### config.mk
export PLATFORM = sky130hd
export DESIGN_NAME = usbnd_top
export DESIGN_NICKNAME = d
export VERILOG_FILES = /design/src/logic/usbnd_pkg.sv /design/src/logic/usbnd_top.sv
export SDC_FILE = /design/constraint.sdc
export NUM_CORES = 1
export LEC_CHECK = 0
export ABC_CLOCK_PERIOD_IN_PS = 2350
export BUFFER_PORTS_ARGS = -buffer_cell sky130_fd_sc_hd__buf_4
export CORE_MARGIN = 2
export CORE_UTILIZATION = 25
export DETAILED_ROUTE_END_ITERATION = 10
export GPL_ROUTABILITY_DRIVEN = 0
export SYNTH_ARGS = -nofsm -noshare
export SYNTH_HDL_FRONTEND = slang
export SYNTH_SLANG_ARGS = --single-unit
### constraint.sdc
create_clock -name I_REF_CLK -period 2.35 [get_ports I_REF_CLK]
set_input_delay 0.235 -clock I_REF_CLK [delete_from_list [all_inputs] [get_ports I_REF_CLK]]
set_output_delay 0.235 -clock I_REF_CLK [all_outputs]
set_load 0.05 [all_outputs]
### src/logic/usbnd_pkg.sv
package usbnd_pkg;

  // ---------------------------------------------------------------------------
  // Clock and line timing
  // ---------------------------------------------------------------------------
  localparam int CLK_MHZ = 250;
  localparam int IDLE3_MS = 3;
  localparam int IDLE5_MS = 5;
  // Cycle counts derived from the printed milliseconds and the clock rate.
  localparam int IDLE3_CYC = IDLE3_MS * 1000 * CLK_MHZ;
  localparam int IDLE5_CYC = IDLE5_MS * 1000 * CLK_MHZ;
  localparam int TMR_W = 24;

  // ---------------------------------------------------------------------------
  // Register map (byte offsets) and fields
  // ---------------------------------------------------------------------------
  localparam logic [7:0] OFS_NODE_STATE = 8'h00;
  localparam logic [7:0] OFS_ALT_EVENT = 8'h04;
  localparam logic [7:0] OFS_FUNC_ADDR = 8'h08;
  localparam logic [7:0] OFS_EP_BASE = 8'h10;
  localparam logic [7:0] OFS_EP_LAST = 8'h28;
  localparam logic [7:0] OFS_TOKEN = 8'h30;

  localparam int NUM_EP = 7;
  localparam int EP_IDX_W = 3;

  // Endpoint control fields.
  localparam int EPC_NUM_LSB = 0;
  localparam int EPC_EN_BIT = 4;
  localparam int EPC_ISO_BIT = 5;
  localparam int EPC_TXARM_BIT = 6;
  localparam int EPC_LAST_BIT = 7;
  localparam int EPC_RXARM_BIT = 8;
  localparam int EPC_FULL_BIT = 9;
  localparam logic [9:0] EPC_RESET = 10'h000;

  // Alternate event bits.
  localparam int EV_IDLE3 = 0;
  localparam int EV_IDLE5 = 1;
  localparam int EV_RESUME = 2;
  localparam int EV_RESET = 3;
  localparam int EV_EOP = 4;
  localparam int EV_W = 5;

  // Node state field encodings.
  typedef enum logic [1:0] {
    BUS_RESET_STATE = 2'b00,
    NODE_WAKE_SIGNAL_STATE = 2'b01,
    NODE_RUNNING_STATE = 2'b10,
    NODE_SLEEP_STATE = 2'b11
  } usbnd_state_t;

  // Line states on the bus.
  localparam logic [1:0] LINE_SE0 = 2'b00;
  localparam logic [1:0] LINE_J = 2'b01;
  localparam logic [1:0] LINE_K = 2'b10;

  // FIFO depths in bytes, and the no-match token index.
  localparam int CTRL_FIFO_BYTES = 8;
  localparam int EP_FIFO_BYTES = 64;
  localparam logic [7:0] NO_MATCH = 8'h00;

endpackage

### src/logic/usbnd_top.sv
// The register addresses and the APB interface to the registers are this design's own decisions.
`timescale 1ns/1ps
module usbnd_top
  import usbnd_pkg::*;
(
  // Clock, reset and enable.
  input wire logic I_REF_CLK,
  input wire logic I_RESET,
  input wire logic I_CE,
  // APB slave.
  input wire logic I_PSEL,
  input wire logic I_PENABLE,
  input wire logic I_PWRITE,
  input wire logic [7:0] I_PADDR,
  input wire logic [31:0] I_PWDATA,
  output logic [31:0] O_PRDATA,
  output logic O_PREADY,
  output logic O_PSLVERR,
  // Bus line state and decoded token.
  input wire logic [1:0] I_LINE,
  input wire logic I_EOP,
  input wire logic I_TOKEN_VALID,
  input wire logic I_TOKEN_IN,
  input wire logic [6:0] I_TOKEN_ADDR,
  input wire logic [3:0] I_TOKEN_EP,
  // Bus drive and FIFO select.
  output logic O_DRIVE_K,
  output logic O_SEL_VALID,
  output logic [6:0] O_SEL_FIFO,
  output logic [1:0] O_NODE_STATE
);

  // ---------------------------------------------------------------------------
  // Storage
  // ---------------------------------------------------------------------------
  usbnd_state_t node_state;
  logic [EV_W-1:0] alt_event;
  logic [6:0] func_addr;
  logic [9:0] ep_ctrl [NUM_EP];
  logic [TMR_W-1:0] idle_cnt;
  logic idle3_done;
  logic idle5_done;
  logic [1:0] line_prev;
  logic [EV_W-1:0] ev_set;
  logic [6:0] next_sel;
  logic acc_wr;
  logic [7:0] token_idx;

  assign acc_wr = I_PSEL & I_PENABLE & I_PWRITE;

  // Endpoint register index from a byte address; NUM_EP means none.
  function automatic logic [EP_IDX_W-1:0] ep_index(input logic [7:0] addr);
    logic [7:0] d;
    d = addr - OFS_EP_BASE;
    if (addr >= OFS_EP_BASE && addr <= OFS_EP_LAST && d[1:0] == 2'b00) begin
      ep_index = d[EP_IDX_W+1:2];
    end else begin
      ep_index = EP_IDX_W'(NUM_EP);
    end
  endfunction

  // True when the slot is a transmit FIFO; slot 0 serves both directions.
  function automatic logic is_tx_slot(input int slot);
    is_tx_slot = (slot % 2) == 1;
  endfunction

  // ---------------------------------------------------------------------------
  // Line condition detection
  // ---------------------------------------------------------------------------
  // Events are computed from the line; they never touch the node state.
  always_comb begin
    ev_set = '0;
    ev_set[EV_IDLE3] = idle_cnt == TMR_W'(IDLE3_CYC - 1) && !idle3_done;
    ev_set[EV_IDLE5] = idle_cnt == TMR_W'(IDLE5_CYC - 1) && !idle5_done;
    // A K after idle means resume signalling from the host.
    ev_set[EV_RESUME] = I_LINE == LINE_K && line_prev == LINE_J && idle3_done;
    ev_set[EV_RESET] = I_LINE == LINE_SE0 && line_prev != LINE_SE0 && !I_EOP;
    ev_set[EV_EOP] = I_EOP && node_state == NODE_RUNNING_STATE;
  end

  // Idle timer; it saturates so each idle flag rises once per quiet period.
  always_ff @(posedge I_REF_CLK) begin
    if (I_RESET) begin
      idle_cnt <= '0;
      idle3_done <= 1'b0;
      idle5_done <= 1'b0;
      line_prev <= LINE_J;
    end else if (I_CE) begin
      line_prev <= I_LINE;
      if (I_LINE != LINE_J) begin
        idle_cnt <= '0;
        idle3_done <= 1'b0;
        idle5_done <= 1'b0;
      end else begin
        if (idle_cnt != TMR_W'(IDLE5_CYC - 1)) begin
          idle_cnt <= idle_cnt + 1'b1;
        end
        if (ev_set[EV_IDLE3]) begin
          idle3_done <= 1'b1;
        end
        if (ev_set[EV_IDLE5]) begin
          idle5_done <= 1'b1;
        end
      end
    end
  end

  // Alternate events: write one to clear; a new event wins over the clear.
  always_ff @(posedge I_REF_CLK) begin
    if (I_RESET) begin
      alt_event <= '0;
    end else if (I_CE) begin
      if (acc_wr && I_PADDR == OFS_ALT_EVENT) begin
        alt_event <= (alt_event & ~I_PWDATA[EV_W-1:0]) | ev_set;
      end else begin
        alt_event <= alt_event | ev_set;
      end
    end
  end

  // ---------------------------------------------------------------------------
  // Node state and configuration registers
  // ---------------------------------------------------------------------------
  // The state moves only on a firmware write, never on detection.
  always_ff @(posedge I_REF_CLK) begin
    if (I_RESET) begin
      node_state <= BUS_RESET_STATE;
    end else if (I_CE && acc_wr && I_PADDR == OFS_NODE_STATE) begin
      node_state <= usbnd_state_t'(I_PWDATA[1:0]);
    end
  end

  // Function address is frozen outside the running state.
  always_ff @(posedge I_REF_CLK) begin
    if (I_RESET) begin
      func_addr <= '0;
    end else if (I_CE && acc_wr && I_PADDR == OFS_FUNC_ADDR
                 && node_state == NODE_RUNNING_STATE) begin
      func_addr <= I_PWDATA[6:0];
    end
  end

  // Endpoint controls: arm, last and full bits drop whenever the node is not running.
  always_ff @(posedge I_REF_CLK) begin
    if (I_RESET) begin
      for (int i = 0; i < NUM_EP; i++) begin
        ep_ctrl[i] <= EPC_RESET;
      end
    end else if (I_CE) begin
      for (int i = 0; i < NUM_EP; i++) begin
        if (node_state != NODE_RUNNING_STATE) begin
          ep_ctrl[i][EPC_TXARM_BIT] <= 1'b0;
          ep_ctrl[i][EPC_LAST_BIT] <= 1'b0;
          ep_ctrl[i][EPC_RXARM_BIT] <= 1'b0;
          ep_ctrl[i][EPC_FULL_BIT] <= 1'b0;
        end else if (acc_wr && ep_index(I_PADDR) == EP_IDX_W'(i)) begin
          ep_ctrl[i] <= I_PWDATA[9:0];
        end
      end
    end
  end

  // ---------------------------------------------------------------------------
  // Address and endpoint decode
  // ---------------------------------------------------------------------------
  // All seven endpoint numbers are compared at once after an address match.
  always_comb begin
    next_sel = '0;
    if (I_TOKEN_VALID && I_TOKEN_ADDR == func_addr
        && node_state == NODE_RUNNING_STATE) begin
      for (int i = NUM_EP - 1; i >= 0; i--) begin
        // Direction filter keeps opposite directions apart.
        if (ep_ctrl[i][EPC_EN_BIT] && ep_ctrl[i][3:0] == I_TOKEN_EP
            && (i == 0 || is_tx_slot(i) == I_TOKEN_IN)
            && !(ep_ctrl[i][EPC_ISO_BIT] && ep_ctrl[i][EPC_FULL_BIT])) begin
          // Descending scan leaves the lowest match as the winner.
          next_sel = 7'(1 << i);
        end
      end
    end
  end

  // Registered FIFO select; an ISO slot is skipped while firmware has its full bit set.
  always_ff @(posedge I_REF_CLK) begin
    if (I_RESET) begin
      O_SEL_FIFO <= '0;
      O_SEL_VALID <= 1'b0;
    end else if (I_CE) begin
      O_SEL_FIFO <= next_sel;
      O_SEL_VALID <= next_sel != '0;
    end
  end

  // Token capture for readback.
  always_ff @(posedge I_REF_CLK) begin
    if (I_RESET) begin
      token_idx <= NO_MATCH;
    end else if (I_CE && I_TOKEN_VALID) begin
      token_idx <= {1'b0, next_sel};
    end
  end

  // ---------------------------------------------------------------------------
  // Bus drive and APB response
  // ---------------------------------------------------------------------------
  // K is driven for as long as the resume state stands.
  always_ff @(posedge I_REF_CLK) begin
    if (I_RESET) begin
      O_DRIVE_K <= 1'b0;
      O_NODE_STATE <= BUS_RESET_STATE;
    end else if (I_CE) begin
      O_DRIVE_K <= node_state == NODE_WAKE_SIGNAL_STATE;
      O_NODE_STATE <= node_state;
    end
  end

  // Zero-wait slave: pready is registered from the setup cycle, so it is high in the first access cycle.
  always_ff @(posedge I_REF_CLK) begin
    if (I_RESET) begin
      O_PRDATA <= '0;
      O_PREADY <= 1'b0;
      O_PSLVERR <= 1'b0;
    end else if (I_CE) begin
      O_PREADY <= I_PSEL & ~I_PENABLE;
      O_PSLVERR <= 1'b0;
      O_PRDATA <= '0;
      if (I_PSEL && !I_PENABLE && !I_PWRITE) begin
        if (I_PADDR == OFS_NODE_STATE) begin
          O_PRDATA <= {30'h0000_0000, node_state};
        end else if (I_PADDR == OFS_ALT_EVENT) begin
          O_PRDATA <= {27'h000_0000, alt_event};
        end else if (I_PADDR == OFS_FUNC_ADDR) begin
          O_PRDATA <= {25'h000_0000, func_addr};
        end else if (I_PADDR == OFS_TOKEN) begin
          O_PRDATA <= {24'h00_0000, token_idx};
        end else if (ep_index(I_PADDR) != EP_IDX_W'(NUM_EP)) begin
          O_PRDATA <= {22'h00_0000, ep_ctrl[ep_index(I_PADDR)]};
        end
      end
    end
  end

endmodule

==> summary.txt, run 1 <==
Outcome
  – Status: completed

Pwr
  – Final Power: between 5 and 6 mW
  – Worst VDD drop: ~0.44 mV
  – Pwr Density: around 650 mW/mm²
  – P_leak: ~3.4 nW

Floorplan
  – Die X: between 150 and 200 µm
  – # rows: between 60 and 70
  – Initial core utilization: about 25%
  – # IOs: ~110
  – Core Region: 0.02870 mm²
  – Die H: approximately 170 µm
  – Full die area: just over 0.03 mm²

STA
  – Tcrit/Tclk final: between 90% and 100%
  – RSZ-0062 raised after global routing: yes
  – Final Critical Period: about 2.3 ns
  – Max-slew violations: 0
  – Fmax: 442.4 MHz
  – Slew HR: 58.24%
  – Worst slew pin tran: slightly above 0.6 ns
  – Setup-failing EPs final: 0
  – Fin. Hold Viols: 0
  – Clock Skew: roughly 0.011 ns

Worst setup path
  – Worst EP arrival: between 2 and 3 ns
  – R2R Setup Slk: between 0.08 and 0.09 ns
  – Critical path capture point: idle_cnt[19]$_SDFFE_PP0P_
  – Worst flop-to-flop path startpoint: idle_cnt[5]$_SDFFE_PP0P_
  – CP max-delay cell: or4_4
  – Launch point of the worst path: idle_cnt[5]$_SDFFE_PP0P_
  – Buf+Inv Stages, Crit Path: 1
  – Critical path's top delay family: simple AND/OR/NAND/NOR gates
  – Register-to-Register Path Depth: 7
  – Startpoint types: flop
  – RR Endpoint: idle_cnt[19]$_SDFFE_PP0P_
  – CP Max Fanout: 5
  – Slowest cell delay on critical path: roughly 0.57 ns
  – Crit path cell chain: or4b_1 > or4_4 > nor3_4 > buf_4 > nor4_1 > xnor2_1 > nor2_1
  – CP required: 2.66 ns
  – CP Class: reg -> reg
  – Worst Setup End Kind: flop
  – WP depth: 7

Routing
  – Final wirelength: 22.13 mm
  – Routed WL per cell: 17.23 µm
  – ANT nets after route: 0
  – Routed vias: roughly 6000
  – Pre-antenna DRT Iters: 8
  – Drt via density: just under 5
  – Starting DRC count in detailed routing: 600
  – DRC: 0

CTS
  – Root buf cell: clkbuf_16
  – TritonCTS clock tree: done
  – Clk buf depth: 2
  – Post-CTS setup buffers: 0
  – CTS Buf Count: 17
  – Hold_buf cts: 0
  – TritonCTS Sinks: 141
  – Clock slew at reported path FFs: 0.07 ns
  – Clock latency on the worst-skew pair: approximately 0.43 ns
  – Post_cts resized: 0
  – H-tree Lvls: 4

Global routing
  – Vias in the first global route: roughly 6000
  – Gr usage total: 14.51%
  – Largest net degree at the start of global routing: 42
  – Initial antenna violation count: 0
  – Total gr overflow: 0
  – Global-route wire length before repair: roughly 34 mm

Min path
  – Worst min-delay path category: in -> reg
  – Worst min-delay path startpoint: I_PWDATA[5]

Layout
  – Finished layout cell area: ~0.0091 mm²
  – ANT cells: 0
  – Post-layout nets: 950
  – FF+latch area: 0.003523 mm²
  – Layout cell share with drive strength beyond 1: 19.56%
  – Footprint of the multi-input gates: around 0.0035 mm²
  – Filler cell count: 3007
  – Area Overhead vs Synth: 24.16%

Place
  – Detail Placement HPWL: around 16 mm
  – Placed Area: approximately 0.0085 mm²
  – I/O Buffers: 61

Synthesis
  – Commonest cells in the netlist: nor2_1 (134), nand2_1 (77), dfxtp_1 (71), edfxtp_1 (70), a21oi_1 (44)
  – Top-area cell type share of the netlist area: around 29%
  – Yosys cell types: slightly below 70
  – #FFs+latches synth: roughly 140
  – Dominant synthesized flop cell: dfxtp_1
  – Post-synth EDFFs: 70
  – Syn_area_per_cell: 9.333 µm²
  – Cell area after synthesis: between 0.007 and 0.008 mm²
  – Synth area leaders: edfxtp_1 (29%), dfxtp_1 (19%), nor2_1 (6.9%)
  – Seq/Total Area, Yosys: between 40% and 50%
  – Cell taking the most area after synthesis: edfxtp_1
  – Async SR Flop Fraction: 0%
  – Synth warn: 0
  – Most common cell in the netlist: nor2_1
  – Cells after Synth: 782

Job
  – Total of max-cap violations: 0
-- layer usage --
metal  global-route usage [%]  vias to the layer above  wire (µm)  share of wire (%)
met5                        0                        -          0                  0
met4                    5.694                        0        627                2.8
met3                    3.264                       38       1739                7.9
met2                    24.00                      262      10520                 48
met1                    18.39                     2943       9244                 42
li1                         -                     2935          -                  -
-- flip-flops by register name (all words and copies together), names as in the netlist --
name,flops
O_DRIVE_K,1
O_PREADY,1
idle3_done,1
O_SEL_FIFO,7
idle_cnt,24
idle5_done,1
func_addr,7
alt_event,5
O_PRDATA,10
token_idx,7
ep_ctrl,70
line_prev,2
O_SEL_VALID,1
node_state,2
O_NODE_STATE,2
-- cells in the final DEF, fill, tap and decap left out, types with 3 or more instances in the layout --
cell	Yosys	layout
a211oi_1	5	5
a21oi_1	44	44
a22oi_1	7	7
a311oi_1	3	3
a31oi_1	3	3
and2_1	8	8
and3_1	9	9
buf_4	25	123
clkbuf_16	0	17
clkinvlp_4	0	3
conb_1	1	23
dfxtp_1	71	71
edfxtp_1	70	70
inv_1	17	17
inv_6	0	5
mux2_2	3	3
mux2i_1	25	25
nand2_1	77	77
nand2b_1	23	23
nand3_1	16	16
nand4_1	15	15
nand4b_1	4	4
nor2_1	134	134
nor2b_1	8	8
nor3_1	21	20
nor3b_1	5	4
nor4_1	21	21
o211ai_1	4	4
o21ai_0	13	13
o221ai_1	6	6
o22ai_1	4	4
or3_1	5	5
xnor2_1	31	31
xor2_1	24	24
-- through the flow --
stage               hold slack [ns]  TNS [ns]  utilization, %  std cells  worst slack (ns)
floorplan                    0.3789         0               -        804            0.1927
global placement             0.4363   -0.6432           29.45       1251          -0.07192
detailed placement           0.4371    -1.419           29.45       1251           -0.1074
CTS                         0.06948         0           31.50       1283           0.08571
global route                0.07509   -0.1556           31.57       1284          -0.02652
finish                      0.07146         0           31.57       1284           0.08976
-- how the worst min path moves through the flow --
| stage | end | slack, ns | depth (start not counted) |
|---|---|---|---|
| 2_1_floorplan | func_addr[0]$_SDFFE_PP0P_ | 0.38 | 2 |
| 3_3_place_gp | O_SEL_FIFO[5]$_SDFFE_PP0P_ | 0.44 | 2 |
| 3_5_place_dp | token_idx[5]$_SDFFE_PP0P_ | 0.44 | 2 |
| 4_1_cts | func_addr[5]$_SDFFE_PP0P_ | 0.07 | 3 |
| 5_1_grt | func_addr[5]$_SDFFE_PP0P_ | 0.08 | 3 |
| 6_report | func_addr[5]$_SDFFE_PP0P_ | 0.07 | 3 |
-- report_power, final --
group          switching, mW  internal, mW  total [mW]
logic                  0.346         0.161       0.507
clock network           1.14          1.59        2.73
registers             0.0358          2.63        2.67
total                   1.52          4.38        5.90
-- logic make-up after synthesis --
group	share of synthesized area (%)
AO/OA/AOI/OAI	10.53
XOR/XNOR	6.600
adder cells (fa/ha/maj)	0.1714
buffers and inverters	5.709
flip-flops	48.28
multiplexers	4.200
other	0.05138
AND/OR/NAND/NOR	24.46
-- worst min-delay path, cell delays in order --
cell     delay (ns)
buf_4          0.09
mux2i_1        0.05
nor2_1         0.08
-- final cells by class --
type	instances	share of cell area [%]
Clock inverter	13	1.712
Sequential cell	141	38.88
Timing Repair Buffer	125	10.47
Clock buffer	19	4.778
Multi-Input combinational cell	585	38.15
Tap cell	384	5.302
Inverter	17	0.7042
Power figures use the tool's default switching activity.
==> inputs of run 2 (changes only) <==
MAX_ROUTING_LAYER = met4   (was default)
==> run 2 against run 1 <==
First-iteration DRC count decreased by 6.8%. Flip-flop and latch count unchanged. Wire length is essentially flat. Final cell count unchanged. Critical path depth unchanged. Combinational power hardly changed. Clock-buffer cell count unchanged. Clock power barely moved. Worst hold slack got worse by 0.0013 ns. Non-clock buffer count did not move. Maximum frequency about the same. Sequential power is essentially flat. Critical path type unchanged. Largest cell class unchanged.
==> summary.txt, run 2 (synthesis results as in run 1) <==
Worst setup path
  – Worst EP arrival: approximately 2.6 ns
  – Critical path's top delay family: simple AND/OR/NAND/NOR gates
  – CP required: about 2.7 ns
  – CP Max Fanout: 5
  – Crit path cell chain: or4b_1 > or4_4 > nor3_4 > buf_4 > nor4_1 > xnor2_1 > nor2_1
  – CP Class: reg -> reg
  – Slowest cell delay on critical path: about 0.56 ns
  – Register-to-Register Path Depth: 7
  – Launch point of the worst path: idle_cnt[5]$_SDFFE_PP0P_
  – RR Endpoint: idle_cnt[19]$_SDFFE_PP0P_
  – R2R Setup Slk: between 0.08 and 0.09 ns
  – WP depth: 7
  – Buf+Inv Stages, Crit Path: 1
  – Startpoint types: flop
  – Worst Setup End Kind: flop
  – Critical path capture point: idle_cnt[19]$_SDFFE_PP0P_
  – CP max-delay cell: or4_4
  – Worst flop-to-flop path startpoint: idle_cnt[5]$_SDFFE_PP0P_

STA
  – Setup ws final: between 0.08 and 0.09 ns
  – Clock Skew: 0.009200 ns
  – Max-slew violations: 0
  – Slew HR: a little over half
  – Tcrit/Tclk final: approximately 96%
  – Fin. Hold Viols: 0
  – Worst slew pin tran: 0.6738 ns
  – Total negative slack: 0 ns
  – Final Critical Period: between 2 and 2.5 ns
  – RSZ-0062 raised after global routing: yes
  – Setup-failing EPs final: 0
  – Fmax: 442.3 MHz

Routing
  – Routed vias: 6165
  – Starting DRC count in detailed routing: around 560
  – DR WL met2: between 10 and 15 mm
  – ANT nets after route: 0
  – Routed WL per cell: 17.23 µm
  – Pre-antenna DRT Iters: 5
  – Drt via density: 4.801
  – DRC: 0
  – Final wirelength: 22.12 mm
  – Met1 WL: 9.209 mm
  – Uppermost routed layer: met4
  – Met3 Wirelength: 1.783 mm

Floorplan
  – # rows: 62
  – # IOs: approximately 110
  – Initial core utilization: approximately a quarter
  – Die X: roughly 170 µm
  – Core Region: 0.02870 mm²
  – Die H: between 150 and 200 µm
  – Full die area: roughly 0.031 mm²

Place
  – Detail Placement HPWL: about 16 mm
  – Pre-CTS WS: -0.1074 ns
  – DP Cell Count: around 1300
  – I/O Buffers: 61

Job
  – Total of max-cap violations: 0

Layout
  – Filler cell count: ~3000
  – ANT cells: 0
  – Layout cell share with drive strength beyond 1: between 10% and 20%
  – Final design utilization: 31.57%
  – Area Overhead vs Synth: 24.16%
  – Commonest non-fill, non-tap cells in the layout: nor2_1 (134), buf_4 (123), nand2_1 (77)
  – Top reg by flops: ep_ctrl
  – Post-Layout Cell Count: 1284
  – Largest register FFs: 70
  – Commonest non-fill, non-tap cell in the layout: nor2_1
  – Post-layout nets: 950
  – Largest regs: ep_ctrl (70), idle_cnt (24), O_PRDATA (10)

Min path
  – Worst min-delay path startpoint: I_PWDATA[5]
  – Worst min-delay path category: in -> reg

CTS
  – Clock slew at reported path FFs: approximately 0.070 ns
  – TritonCTS clock tree: done
  – Root buf cell: clkbuf_16
  – Post-CTS setup buffers: 0
  – CTS Buf Count: 17
  – Clk buf depth: 2
  – Clock latency on the worst-skew pair: 0.42 ns
  – H-tree Lvls: 4
  – TritonCTS Sinks: around 140

Pwr
  – Final Power: between 5 and 6 mW
  – P_leak: 3.414 nW
  – Worst VDD drop: between 0.4 and 0.5 mV
  – Pwr Density: ~650 mW/mm²

Global routing
  – Largest net degree at the start of global routing: 42
  – Gr usage total: 14.93%
  – Total gr overflow: 0
  – Vias in the first global route: 5973
  – Initial antenna violation count: 0
  – Global-route wire length before repair: between 30 and 40 mm

Outcome
  – Status: completed
==> run 2: worst min path at each step <==
| stage | to | slack (ns) | cells past startpoint |
|---|---|---|---|
| 2_1_floorplan | func_addr[0]$_SDFFE_PP0P_ | 0.38 | 2 |
| 3_3_place_gp | O_SEL_FIFO[5]$_SDFFE_PP0P_ | 0.44 | 2 |
| 3_5_place_dp | token_idx[5]$_SDFFE_PP0P_ | 0.44 | 2 |
| 4_1_cts | func_addr[5]$_SDFFE_PP0P_ | 0.07 | 3 |
| 5_1_grt | func_addr[5]$_SDFFE_PP0P_ | 0.08 | 3 |
| 6_report | func_addr[5]$_SDFFE_PP0P_ | 0.07 | 3 |
==> run 2: what timing repair did <==
action / 4_1_cts / 5_1_grt
hold buffers: 0 / 0
resized for setup: 0 / 4
setup endpoints to repair: 0 / 7
==> run 2: routing by layer <==
metal  vias to the layer above  global-route usage (%)
li1                       2928                       -
met1                      2936                   18.26
met2                       256                   24.01
met3                        45                   3.329
met4                         0                   5.833
met5                         -                       -
==> run 2: power breakdown <==
group | internal, mW | leakage (nW) | switching, mW
clock | 1.59 | 0.278 | 1.14
combinational | 0.161 | 1.82 | 0.345
sequential | 2.63 | 1.31 | 0.0362
==> run 2: per-stage QoR <==
| stage | cell area [µm²] | hold slack (ns) |
|---|---|---|
| 2_1_floorplan | 7381 | 0.3789 |
| 3_3_place_gp | 8452 | 0.4363 |
| 3_5_place_dp | 8452 | 0.4371 |
| 4_1_cts | 9040 | 0.06948 |
| 5_1_grt | 9061 | 0.07513 |
| 6_report | 9061 | 0.07013 |
==> run 2: final cells by class <==
type	count	area [µm²]	share of cell area, %
clock buffer	19	432.9	4.778
inverter	17	63.81	0.7042
multi-input combinational	585	3457	38.15
sequential	141	3523	38.88
tap	384	480.5	5.302
timing repair buffer	125	948.4	10.47
clock inverter	13	155.1	1.712
==> run 2: worst reg2reg max path: stages (launching register included) <==
cell and delay [ns]:
dfxtp_1 0.32, or4b_1 0.54, or4_4 0.56, nor3_4 0.24, buf_4 0.19, nor4_1 0.07, xnor2_1 0.17, nor2_1 0.05
==> inputs of run 3 (changes only) <==
CORE_UTILIZATION = 45   (was 25)
PLACE_DENSITY = 0.65   (was default)
==> run 3 against run 2 <==
Worst setup slack better by 0.021 ns. Critical path depth is the same. Clock skew shrank 0.0013 ns. Wire length fell by 4.2%. Via count rose by 2.6%. Worst hold slack better by 0.0096 ns. Critical path type unchanged. Critical endpoint is now idle_cnt[10]$_SDFFE_PP0P_. Largest cell class unchanged.
==> summary.txt, run 3 (synthesis results as in run 1) <==
Global routing
  – Global-route wire length before repair: around 33 mm
  – Vias in the first global route: around 6000
  – Largest net degree at the start of global routing: 39
  – Total gr overflow: 0
  – Initial antenna violation count: 0
  – Gr usage total: approximately 25%

Worst setup path
  – CP Max Fanout: 11
  – Worst Setup End Kind: flop
  – Worst flop-to-flop path startpoint: idle_cnt[5]$_SDFFE_PP0P_
  – Register-to-Register Path Depth: 7
  – R2R Setup Slk: 0.11 ns
  – RR Endpoint: idle_cnt[10]$_SDFFE_PP0P_
  – CP Class: reg -> reg
  – Startpoint types: flop
  – CP required: about 2.6 ns
  – Worst EP arrival: between 2 and 3 ns

Floorplan
  – # rows: 46
  – Full die area: ~0.017 mm²
  – Die X: roughly 130 µm
  – Die H: between 100 and 150 µm
  – Initial core utilization: around 46%
  – Core Region: approximately 0.016 mm²
  – # IOs: 107

Layout
  – Commonest non-fill, non-tap cell in the layout: nor2_1
  – Layout cell share with drive strength beyond 1: roughly a fifth
  – Commonest non-fill, non-tap cells in the layout: nor2_1 (134), buf_4 (124), nand2_1 (77)
  – Top reg by flops: ep_ctrl
  – Post-layout nets: roughly 950
  – Post-Layout Cell Count: approximately 1100
  – Largest regs: ep_ctrl (70), idle_cnt (24), O_PRDATA (10)
  – Largest register FFs: 70
  – Area Overhead vs Synth: 21.04%
  – ANT cells: 0

Pwr
  – Cell internal pwr: about 4.3 mW
  – Worst VDD drop: about 0.53 mV
  – Switching power: 1.417 mW
  – P_leak: between 3 and 4 nW
  – Switching share of total power: approximately 25%
  – Seq pwr share: between 40% and 50%
  – Final Power: approximately 5.7 mW
  – Comb power frac: under 10%
  – Clk network pwr share: between 40% and 50%
  – Pwr Density: 645.5 mW/mm²

CTS
  – H-tree Lvls: 4
  – Clock latency on the worst-skew pair: 0.43 ns
  – CTS Buf Count: 17
  – Post-CTS setup buffers: 0
  – TritonCTS Sinks: roughly 140
  – Root buf cell: clkbuf_16
  – TritonCTS clock tree: done
  – Hold_buf cts: 0
  – Clock slew at reported path FFs: approximately 0.060 ns
  – Clk buf depth: 2

Job
  – Total of max-cap violations: 0

Routing
  – Final wirelength: between 20 and 25 mm
  – DRC: 0
  – ANT nets after route: 0
  – Pre-antenna DRT Iters: 5
  – Drt via density: between 5 and 6
  – Routed vias: approximately 6300
  – Starting DRC count in detailed routing: 643
  – Routed WL per cell: between 15 and 20 µm

Place
  – I/O Buffers: slightly above 60
  – Detail Placement HPWL: about 16 mm
  – DP Cell Count: between 1000 and 1500

STA
  – Final Critical Period: ~2.2 ns
  – RSZ-0062 raised after global routing: no
  – Tcrit/Tclk final: between 90% and 100%
  – Max-slew violations: 0
  – Clock Skew: a little under 0.008 ns
  – Fin. Hold Viols: 0
  – Fmax: about 450 MHz
  – Slew HR: 47.58%
  – Setup-failing EPs final: 0
  – Worst slew pin tran: around 0.8 ns
  – Hold Worst Slack: ~0.080 ns

Min path
  – WHS Endpoint: func_addr[3]$_SDFFE_PP0P_
  – Worst min-delay path startpoint: I_PWDATA[3]
  – Worst min-delay path category: in -> reg
  – Hold Path Stages: 3

Outcome
  – Status: completed
## run 3: cell count changes in the layout (fill, tap and decap cells not counted), sizes merged
cell / before / now
clkinv: 2 / 7
clkinvlp: 3 / 1
bufinv: 2 / 0
inv: 23 / 18
buf: 125 / 126
clkbuf: 19 / 23
## run 3: routing by layer
| layer | up-vias | wire length, µm | global-route usage, % |
|---|---|---|---|
| met5 | - | 0 | - |
| li1 | 2940 | - | - |
| met2 | 324 | 9885 | 38.86 |
| met3 | 66 | 1781 | 6.944 |
| met4 | 0 | 774 | 11.90 |
| met1 | 2993 | 8743 | 30.71 |
## run 3: layout make-up
cell class              count  area (µm²)
fillers                  1437        7052
flip-flops and latches    141        3523
multi-input cells         585        3446
repair buffers            126       970.9
clock buffers              23       499.2
well taps                 216       270.3
inverters                  17       63.81
clock inverters             9       60.06
## run 3: worst max path at each step
stage | from | end | slack, ns | depth (start not counted)
after floorplan | I_PADDR[5] | ep_ctrl[3][6]$_SDFFCE_PN0P_ | 0.19 | 8
after global placement | I_PADDR[5] | ep_ctrl[6][0]$_SDFFCE_PP0P_ | -0.07 | 7
after detailed placement | I_PADDR[5] | ep_ctrl[6][3]$_SDFFCE_PP0P_ | -0.15 | 7
after CTS | idle_cnt[5]$_SDFFE_PP0P_ | idle_cnt[19]$_SDFFE_PP0P_ | 0.04 | 7
after global routing | idle_cnt[5]$_SDFFE_PP0P_ | idle_cnt[14]$_SDFFE_PP0P_ | 0.01 | 7
final | idle_cnt[5]$_SDFFE_PP0P_ | idle_cnt[10]$_SDFFE_PP0P_ | 0.11 | 7
## run 3: power groups by stage
stage	Clock, mW	Sequential [mW]	Combinational, mW
after CTS	2.55	2.67	0.508
after global placement	0	2.72	0.495
after global routing	2.66	2.67	0.544
after floorplan	0	2.70	0.341
after detailed placement	0	2.72	0.505
final	2.52	2.67	0.516
## run 3: through the flow
stage                     util, %  setup slack (ns)  area (µm²)  TNS, ns
after floorplan                 -            0.1927        7381        0
after global placement      52.06          -0.06803        8269  -0.7237
after detailed placement    52.06           -0.1486        8269   -3.156
after CTS                   55.58           0.03682        8828        0
after global routing        55.61          0.009930        8833        0
final                       55.61            0.1099        8833        0
## run 3: timing repair
item	in CTS	in global routing
resized for setup	0	1
endpoints found under the setup margin	0	10
hold endpoints to repair	0	0
## run 3: worst max-delay path, stage by stage, from the launching register on
cell,delay [ns]
dfxtp_1,0.31
or4b_1,0.53
or4_4,0.55
o311ai_4,0.27
buf_12,0.17
nor3_1,0.05
xnor2_1,0.15
nor2_1,0.06
